## src/port_two_consts.vh

```
/*
 port_two_consts.vh: register offsets, field positions, reset values and
 vector codes for the eight-bit port with external interrupt sources.
 assumes: included by bare name; definitions only.
*/
`ifndef PORT_TWO_CONSTS_VH
`define PORT_TWO_CONSTS_VH
// ----------------------------------------
// register offsets
// ----------------------------------------
`define OFS_PORT_OUTPUT_LATCH 16'hFE48
`define OFS_PORT_DIRECTION 16'hFE49
`define OFS_EXT_IRQ_AB_CONTROL 16'hFE4A
`define OFS_EXT_IRQ_AB_SELECT 16'hFE4B
`define OFS_EXT_IRQ_CD_CONTROL 16'hFE4E
`define OFS_INPUT_DISABLE_MASK 16'hFE67
`define OFS_PORT_LATCH_RMW 16'hFE50
`define OFS_PORT_STATUS 16'hFE51
// ----------------------------------------
// field positions (control and select registers, low source in bits 3..0)
// ----------------------------------------
`define BIT_LO_ENABLE 0
`define BIT_LO_FLAG 1
`define BIT_LO_FALL 2
`define BIT_LO_RISE 3
`define BIT_HI_ENABLE 4
`define BIT_HI_FLAG 5
`define BIT_HI_FALL 6
`define BIT_HI_RISE 7
`define BIT_A_FUNC_LO 0
`define BIT_A_PIN_LO 2
`define BIT_B_FUNC_LO 4
`define BIT_B_PIN_LO 6
// ----------------------------------------
// reset values and encodings
// ----------------------------------------
`define RST_REG 8'h00
`define FUNC_NONE 2'h0
`define FUNC_T1_CLK 2'h1
`define FUNC_T0L_CAP 2'h2
`define FUNC_T0H_CAP 2'h3
`define VEC_IRQ_A 16'h0013
`define VEC_IRQ_B 16'h001B
`define VEC_IRQ_C 16'h0023
`define VEC_IRQ_D 16'h002B
`define SYNC_STAGES 3
`endif

```

## src/edge_source.v

```verilog
/*
 edge_source.v: one edge-triggered interrupt source; compares the selected
 pin with its previous sample and gives a one-cycle qualifying event.
 assumes: pin is already synchronised to clk.
*/
`default_nettype none
`timescale 1ns/10ps
module edge_source (
   input wire clk,
   input wire rst_n,
   input wire pin,
   input wire rise_en,
   input wire fall_en,
   input wire standby,
   output wire event_pulse
);
   reg prev_r;
   reg standby_r;
   reg entry_level_r;
   wire rise;
   wire fall;
   wire entering;
   always @(posedge clk or negedge rst_n) begin
      if (!rst_n) begin
         prev_r <= 1'b0;
         standby_r <= 1'b0;
         entry_level_r <= 1'b0;
      end else begin
         prev_r <= pin;
         standby_r <= standby;
         if (entering) begin
            entry_level_r <= pin;
         end
      end
   end
   assign entering = standby & ~standby_r;
   assign rise = pin & ~prev_r & rise_en;
   assign fall = ~pin & prev_r & fall_en;
   // in standby, every edge back toward the entry level is masked
   assign event_pulse = (rise & ~(standby_r & entry_level_r & ~prev_r)) |
      (fall & ~(standby_r & ~entry_level_r & prev_r));
endmodule
`default_nettype wire

```

## src/pin_sync.v

```verilog
/*
 pin_sync.v: three-stage synchroniser for a group of pins; a change is
 accepted once the second and third stages agree.
 assumes: clk is the system clock; inputs are asynchronous pins.
*/
`default_nettype none
`timescale 1ns/10ps
module pin_sync #(
   parameter WIDTH = 8
) (
   input wire clk,
   input wire rst_n,
   input wire [WIDTH-1:0] async_in,
   output reg [WIDTH-1:0] sync_out
);
   reg [WIDTH-1:0] s1_r;
   reg [WIDTH-1:0] s2_r;
   reg [WIDTH-1:0] s3_r;
   integer i;
   always @(posedge clk or negedge rst_n) begin
      if (!rst_n) begin
         s1_r <= {WIDTH{1'b0}};
         s2_r <= {WIDTH{1'b0}};
         s3_r <= {WIDTH{1'b0}};
         sync_out <= {WIDTH{1'b0}};
      end else begin
         s1_r <= async_in;
         s2_r <= s1_r;
         s3_r <= s2_r;
         for (i = 0; i < WIDTH; i = i + 1) begin
            if (s2_r[i] == s3_r[i]) begin
               sync_out[i] <= s3_r[i];
            end
         end
      end
   end
endmodule
`default_nettype wire

```

## src/port_two_ext_interrupts.v

```verilog
/*
 port_two_ext_interrupts.v: eight-bit port with direction, pull-up and
 input-disable control, edge interrupt sources a, b (selectable pins) and
 c, d (fixed pins), register port, wake request and timer side strobes.
 assumes: a cpu register port with read data one cycle after the strobe,
 a pad ring that resolves pin level from out and enable, and a standby
 controller that drives hold_standby and halt_standby.
*/
// Summary of operation
// reading the port latch register returns live pin levels
// read-modify-write on the port latch works from the stored latch
// direction bit one makes the pin an output, zero an input
// pull-up on only when direction is zero and latch is one
// output drives latch value; open-drain releases high; input zero floats
// pin levels readable whatever the direction setting
// input-disable bit blocks the pin and reads as one
// source b edge field: none, falling, rising, both
// source a edge field: none, falling, rising, both
// flags set by edges, never cleared by hardware; software writes zero
// source b flag and enable give wake and vector 001B request
// source a flag and enable give wake and vector 0013 request
// edges in deep standby set flags; wake only if enabled
// in standby, edges from the entry level toward itself are ignored
// software should use both edges for standby wake
// after wake the cpu sits in light standby until interrupt accepted
// source b pin select picks pin 4 to 7
// source a pin select picks pin 0 to 3
// source b function: none, timer 1 clock, timer 0 low/high capture
// pins 0 and 4 are fixed sources c, d with capture-1 strobes
// source a function: none, timer 1 clock, timer 0 low/high capture
// sources c and d request vectors 0023 and 002B
// pin states are held unchanged throughout standby
// edges found by comparing each sample with the previous one
`include "port_two_consts.vh"
`default_nettype none
`timescale 1ns/10ps
module port_two_ext_interrupts #(
   parameter WIDTH = 8,
   parameter OPEN_DRAIN = 8'h00
) (
   input wire clk,
   input wire rst_n,
   input wire [15:0] addr,
   input wire [7:0] wdata,
   input wire wr,
   input wire rd,
   output reg [7:0] rdata,
   input wire [WIDTH-1:0] pin_in,
   output reg [WIDTH-1:0] pin_out,
   output reg [WIDTH-1:0] pin_oe,
   output reg [WIDTH-1:0] pull_up_en,
   input wire hold_standby,
   input wire halt_standby,
   input wire irq_accepted,
   output wire standby_release,
   output reg light_standby_req,
   output wire irq_a_req,
   output wire irq_b_req,
   output wire irq_c_req,
   output wire irq_d_req,
   output reg t1_count_clk,
   output reg t0l_capture,
   output reg t0h_capture,
   output reg t0l_capture1,
   output reg t0h_capture1
);
   // ----------------------------------------
   // registers
   // ----------------------------------------
   reg [7:0] latch_r;
   reg [7:0] dir_r;
   reg [7:0] ab_ctl_r;
   reg [7:0] ab_sel_r;
   reg [7:0] cd_ctl_r;
   reg [7:0] inh_r;
   reg [7:0] ab_ctl_nxt;
   reg [7:0] cd_ctl_nxt;
   wire [WIDTH-1:0] pin_sync_w;
   wire [7:0] pin_read;
   wire standby;
   wire ev_a;
   wire ev_b;
   wire ev_c;
   wire ev_d;
   wire sel_a;
   wire sel_b;
   wire [1:0] func_a;
   wire [1:0] func_b;
   // decoding used by both sources a and b
   function [1:0] func_hit;
      input [1:0] func;
      input ev;
      input [1:0] code;
      begin
         func_hit = {1'b0, ev & (func == code)};
      end
   endfunction
   // ----------------------------------------
   // pin input path
   // ----------------------------------------
   pin_sync #(
      .WIDTH(WIDTH)
   ) u_sync (
      .clk(clk),
      .rst_n(rst_n),
      .async_in(pin_in),
      .sync_out(pin_sync_w)
   );
   assign pin_read = pin_sync_w | inh_r;
   assign standby = hold_standby | halt_standby;
   assign sel_a = pin_read[{1'b0, ab_sel_r[`BIT_A_PIN_LO+1 -: 2]}];
   assign sel_b = pin_read[{1'b1, ab_sel_r[`BIT_B_PIN_LO+1 -: 2]}];
   assign func_a = ab_sel_r[`BIT_A_FUNC_LO+1 -: 2];
   assign func_b = ab_sel_r[`BIT_B_FUNC_LO+1 -: 2];
   // ----------------------------------------
   // edge sources
   // ----------------------------------------
   edge_source u_src_a (
      .clk(clk),
      .rst_n(rst_n),
      .pin(sel_a),
      .rise_en(ab_ctl_r[`BIT_LO_RISE]),
      .fall_en(ab_ctl_r[`BIT_LO_FALL]),
      .standby(hold_standby),
      .event_pulse(ev_a)
   );
   edge_source u_src_b (
      .clk(clk),
      .rst_n(rst_n),
      .pin(sel_b),
      .rise_en(ab_ctl_r[`BIT_HI_RISE]),
      .fall_en(ab_ctl_r[`BIT_HI_FALL]),
      .standby(hold_standby),
      .event_pulse(ev_b)
   );
   edge_source u_src_c (
      .clk(clk),
      .rst_n(rst_n),
      .pin(pin_read[0]),
      .rise_en(cd_ctl_r[`BIT_LO_RISE]),
      .fall_en(cd_ctl_r[`BIT_LO_FALL]),
      .standby(1'b0),
      .event_pulse(ev_c)
   );
   edge_source u_src_d (
      .clk(clk),
      .rst_n(rst_n),
      .pin(pin_read[4]),
      .rise_en(cd_ctl_r[`BIT_HI_RISE]),
      .fall_en(cd_ctl_r[`BIT_HI_FALL]),
      .standby(1'b0),
      .event_pulse(ev_d)
   );
   // ----------------------------------------
   // register write and flag update
   // ----------------------------------------
   always @* begin
      ab_ctl_nxt = ab_ctl_r;
      cd_ctl_nxt = cd_ctl_r;
      if (wr && addr == `OFS_EXT_IRQ_AB_CONTROL) begin
         ab_ctl_nxt = wdata;
      end
      if (wr && addr == `OFS_EXT_IRQ_CD_CONTROL) begin
         cd_ctl_nxt = wdata;
      end
      // a set in the clearing cycle wins, so no edge is lost
      if (ev_a) begin
         ab_ctl_nxt[`BIT_LO_FLAG] = 1'b1;
      end
      if (ev_b) begin
         ab_ctl_nxt[`BIT_HI_FLAG] = 1'b1;
      end
      if (ev_c) begin
         cd_ctl_nxt[`BIT_LO_FLAG] = 1'b1;
      end
      if (ev_d) begin
         cd_ctl_nxt[`BIT_HI_FLAG] = 1'b1;
      end
   end
   always @(posedge clk or negedge rst_n) begin
      if (!rst_n) begin
         latch_r <= `RST_REG;
         dir_r <= `RST_REG;
         ab_ctl_r <= `RST_REG;
         ab_sel_r <= `RST_REG;
         cd_ctl_r <= `RST_REG;
         inh_r <= `RST_REG;
      end else begin
         ab_ctl_r <= ab_ctl_nxt;
         cd_ctl_r <= cd_ctl_nxt;
         if (wr) begin
            case (addr)
               `OFS_PORT_OUTPUT_LATCH: latch_r <= wdata;
               // read-modify-write path: the cpu fetched the latch, not pins
               `OFS_PORT_LATCH_RMW: latch_r <= wdata;
               `OFS_PORT_DIRECTION: dir_r <= wdata;
               `OFS_EXT_IRQ_AB_SELECT: ab_sel_r <= wdata;
               `OFS_INPUT_DISABLE_MASK: inh_r <= wdata;
               default: ;
            endcase
         end
      end
   end
   // ----------------------------------------
   // register read, one cycle after the strobe
   // ----------------------------------------
   always @(posedge clk or negedge rst_n) begin
      if (!rst_n) begin
         rdata <= 8'h00;
      end else if (rd) begin
         case (addr)
            `OFS_PORT_OUTPUT_LATCH: rdata <= pin_read;
            `OFS_PORT_LATCH_RMW: rdata <= latch_r;
            `OFS_PORT_DIRECTION: rdata <= dir_r;
            `OFS_EXT_IRQ_AB_CONTROL: rdata <= ab_ctl_r;
            `OFS_EXT_IRQ_AB_SELECT: rdata <= ab_sel_r;
            `OFS_EXT_IRQ_CD_CONTROL: rdata <= cd_ctl_r;
            `OFS_INPUT_DISABLE_MASK: rdata <= inh_r;
            `OFS_PORT_STATUS: rdata <= {5'h00, light_standby_req, standby_release, standby};
            default: rdata <= 8'h00;
         endcase
      end else begin
         rdata <= 8'h00;
      end
   end
   // ----------------------------------------
   // pad drive, held frozen during standby
   // ----------------------------------------
   integer i;
   always @(posedge clk or negedge rst_n) begin
      if (!rst_n) begin
         pin_out <= 8'h00;
         pin_oe <= 8'h00;
         pull_up_en <= 8'h00;
      end else if (!standby) begin
         for (i = 0; i < WIDTH; i = i + 1) begin
            pin_out[i] <= latch_r[i];
            // open-drain high is a released pin
            pin_oe[i] <= dir_r[i] & ~(latch_r[i] & OPEN_DRAIN[i]);
            pull_up_en[i] <= ~dir_r[i] & latch_r[i];
         end
      end
   end
   // ----------------------------------------
   // requests, wake and timer strobes
   // ----------------------------------------
   assign irq_a_req = ab_ctl_r[`BIT_LO_FLAG] & ab_ctl_r[`BIT_LO_ENABLE];
   assign irq_b_req = ab_ctl_r[`BIT_HI_FLAG] & ab_ctl_r[`BIT_HI_ENABLE];
   assign irq_c_req = cd_ctl_r[`BIT_LO_FLAG] & cd_ctl_r[`BIT_LO_ENABLE];
   assign irq_d_req = cd_ctl_r[`BIT_HI_FLAG] & cd_ctl_r[`BIT_HI_ENABLE];
   assign standby_release = irq_a_req | irq_b_req;
   always @(posedge clk or negedge rst_n) begin
      if (!rst_n) begin
         light_standby_req <= 1'b0;
         t1_count_clk <= 1'b0;
         t0l_capture <= 1'b0;
         t0h_capture <= 1'b0;
         t0l_capture1 <= 1'b0;
         t0h_capture1 <= 1'b0;
      end else begin
         // simultaneous a and b events count once
         if (hold_standby && standby_release) begin
            light_standby_req <= 1'b1;
         end else if (irq_accepted) begin
            light_standby_req <= 1'b0;
         end
         t1_count_clk <= func_hit(func_a, ev_a, `FUNC_T1_CLK) != 2'h0 ||
            func_hit(func_b, ev_b, `FUNC_T1_CLK) != 2'h0;
         t0l_capture <= func_hit(func_a, ev_a, `FUNC_T0L_CAP) != 2'h0 ||
            func_hit(func_b, ev_b, `FUNC_T0L_CAP) != 2'h0;
         t0h_capture <= func_hit(func_a, ev_a, `FUNC_T0H_CAP) != 2'h0 ||
            func_hit(func_b, ev_b, `FUNC_T0H_CAP) != 2'h0;
         t0l_capture1 <= ev_c;
         t0h_capture1 <= ev_d;
      end
   end
endmodule
`default_nettype wire

```

## config.mk

```make
export PLATFORM = sky130hd
export DESIGN_NAME = port_two_ext_interrupts
export DESIGN_NICKNAME = d
export VERILOG_FILES = /design/src/edge_source.v /design/src/pin_sync.v /design/src/port_two_ext_interrupts.v
export VERILOG_INCLUDE_DIRS = /design/src
export SDC_FILE = /design/constraint.sdc
export NUM_CORES = 1
export LEC_CHECK = 0
export BUFFER_PORTS_ARGS = -buffer_cell sky130_fd_sc_hd__buf_4
export CORE_ASPECT_RATIO = 1.1
export CORE_MARGIN = 1.5
export CORE_UTILIZATION = 45
export DETAILED_ROUTE_END_ITERATION = 16
export PLACE_DENSITY = 0.67
export SETUP_SLACK_MARGIN = 0.02
export SLEW_MARGIN = 20
export SYNTH_ARGS = -nofsm -noshare
export SYNTH_HDL_FRONTEND = slang
export SYNTH_SLANG_ARGS = --single-unit
```

## constraint.sdc

```tcl
create_clock -name clk -period 2 [get_ports clk]
set_input_delay 0.1 -clock clk [delete_from_list [all_inputs] [get_ports clk]]
set_output_delay 0.1 -clock clk [all_outputs]
set_load 0.01 [all_outputs]
```

==> metrics.cfg <==
[logic_synthesis]
synth-async-reset-ratio_pct = 100
netlist_top_cells_area = dfrtp_1 61%, mux2_2 9.8%, nand2_1 6.0%, nand3b_1 2.0%, maj3_1 1.6%
syn_nets = 458
synth-seq-area-share_pct = 60.6
yosysTopAreaCellShare_pct = 60.6
syn-instance-count = 419
netlist_top_cells_count = 125 x dfrtp_1, 82 x nand2_1, 45 x mux2_2
dominantRegCellSynth = dfrtp_1
syn-cell-area_um2 = 5160
syn_area_per_cell_um2 = 12.3
synthDistinctLibCells = 49
post-synth-top-count-cell = dfrtp_1
yosysTopAreaCell = dfrtp_1
synth-seq-cells = 125
synth_edf_count = 0
ys_warn_count = 0

[run_status]
status = complete, no violations

[clocking]
cts-htree-levels = 4
cts_setup_buffers = 0
clkSinkCount = 125
clockRootBuffer = clkbuf_16
path_clk_slew_ns = 0.05
clk_latency_ns = 0.41
post_cts_resized = 0
cts_buffers = 17
cts_tree = built
clk_path_buf_depth = 2
ctsHoldBuffers = 20

[floorplanning]
die-area_um2 = 12100
die_h_um = 115
initial_utilization_pct = 46.7
die_x_um = 105
placementRows = 40
pin_count = 82
core_um2 = 11100

[sta]
clock.fmax_mhz = 565
skew_ns = 0.00423
drv_slew = 0
max-slew-margin-rel_pct = 54.0
fin_crit_ns = 1.77
rsz0062_at_grt = no
finalSetupViolCount = 0
tightest_slew_ns = 0.690
fin_tns_setup_ns = 0
hold_viol = 0
min_period_over_period_pct = 88.5
timing.hold.ws_ns = 0.137

[power_and_ir_drop]
ir_drop_uv = 625
p_leak_nw = 3.47
pwr-share-comb_pct = 4.8
p_sw_share_pct = 21.3
pwr_density_cell_nw_per_um2 = 877
switching_power_mw = 1.27
p_int_mw = 4.70
clkPwrFrac_pct = 51.2
seqPwrFrac_pct = 44.0

[setup_path]
critical_path.slowest_cell = dlygate4sd3_1
end_kind = flip-flop
worstPathArrival_ns = 2.06
reg2reg_depth = 5
reg2reg_from = ab_ctl_r[1]
worst-path-buf-inv = 1
r2r_setup_slack_ns = 0.23
cp_max_fo = 3
worstPathRequired_ns = 2.29
crit_path_start_kind = flip-flop
cp.depth = 5
criticalPathCategory = reg2reg
max_stage_delay_ns = 0.55
timing.rr.end = light_standby_req
crit_family = simple AND/OR/NAND/NOR gates
critical_path.cell_chain = and2_1, or2_2, nand2_1, o21ai_0, dlygate4sd3_1

[final_layout]
final_util_pct = 61.5
area_delta_synth_final_pct = 31.8
multi_input_area_um2 = 1920
drive_gt1_share_pct = 33.8
final_cell_count_no_fill = 698
diodes = 0
regArea_um2 = 3130
fillCellCount = 906
nets = 577

[worst_hold_path]
hp-class = in2reg
holdPathEnd = rdata[0]
holdCritStartpoint = rd
hold-path-cell-count = 4

[drt]
ant_nets = 0
drt-initial-drc-count = 208
wirelength_um = 12300
drc_errors = 0
avgViaCountPerCell = 5.34
wl_per_cell_um = 17.6
dr.pass1.iters = 5
vias = 3727

[global_route]
gr-total-overflow = 0
grt_first_pass_wirelength_um = 19600
antenna_found_initial = 0
grt_usage_pct = 21.5
grt_max_degree = 52
grt_pass1_vias = 3805

[placement]
gp_congestion = 0.897
hpwl_um = 8770
dp_cells = 646
portBuffers = 81

[run]
max_cap_viol_count = 0

-- flip-flops by register name (all words and copies together), names as in the netlist, 8 cells and up --
register	cells
u_sync.s1_r	8
u_sync.s2_r	8
cd_ctl_r	8
rdata	8
latch_r	8
pin_out	8
u_sync.sync_out	8
pin_oe	8
inh_r	8
ab_sel_r	8
pull_up_en	8
u_sync.s3_r	8
ab_ctl_r	8
dir_r	8
-- power groups by stage --
stage	Sequential [mW]	Clock [mW]	Combinational, mW
after floorplan	2.66	0	0.0895
after global placement	2.67	0	0.254
after detailed placement	2.67	0	0.259
after CTS	2.62	3.10	0.290
after global routing	2.63	3.22	0.318
final	2.62	3.05	0.286
-- metal layers --
layer	wire [µm]	share of wire, %	global-route usage [%]	up-vias
met4	245	2.0	8.58	0
met2	6040	49	35.4	111
met3	593	4.8	5.61	16
met5	0	0	0	-
li1	-	-	-	1722
met1	5430	44	27.4	1878
-- cells by family after synthesis --
family                   Yosys count  share of synthesized area [%]
AND/OR/NAND/NOR                  157                           16.7
flip-flops                       125                           60.6
AO/OA/AOI/OAI                     54                           7.78
multiplexers                      49                           11.1
buffers and inverters             26                           2.28
adder cells (fa/ha/maj)            8                           1.55
-- layout by cell type (no fill, tap or decap), types with 3 or more instances in the layout --
master,instances
and2_1,5
dlygate4sd3_1,20
a22o_1,4
clkinv_2,5
a21o_1,6
clkbuf_16,17
nand3_1,4
nand3b_1,14
a21oi_1,8
inv_1,10
nor2b_1,7
mux2_2,45
and3_1,8
a211o_1,4
bufinv_16,3
and4bb_2,3
nand2_1,82
a31oi_1,4
nor2_1,13
o21ai_0,6
maj3_1,8
a22oi_1,6
clkinvlp_4,4
a222oi_1,7
dfrtp_1,125
buf_4,94
-- stage by stage --
stage               power, mW  setup slack (ns)  instance area, µm²
detailed placement       2.93             0.185                6010
CTS                      6.01             0.238                6800
finish                   5.96             0.229                6800
global placement         2.92             0.228                6010
global route             6.17             0.148                6800
floorplan                2.75             0.430                5160
-- area by class of cell --
type	count	area share, %
well taps	147	2.70
clock buffers	20	6.57
clock inverters	12	2.13
flip-flops and latches	125	46.0
inverters	10	0.552
repair buffers	116	13.9
multi-input cells	268	28.2
-- worst max path at each step --
| stage | start | end | slack (ns) |
|---|---|---|---|
| final | ab_ctl_r[1] | light_standby_req | 0.23 |
| after CTS | ab_ctl_r[1] | light_standby_req | 0.24 |
| after detailed placement | addr[8] | latch_r[4] | 0.19 |
| after floorplan | addr[8] | latch_r[0] | 0.43 |
| after global routing | ab_ctl_r[1] | light_standby_req | 0.15 |
| after global placement | addr[8] | latch_r[4] | 0.23 |
-- worst register-to-register path, stage by stage (launching register included) --
cell	delay, ns
dfrtp_1	0.40
and2_1	0.20
or2_2	0.35
nand2_1	0.08
o21ai_0	0.07
dlygate4sd3_1	0.55
(Power assumes the default switching activity.)
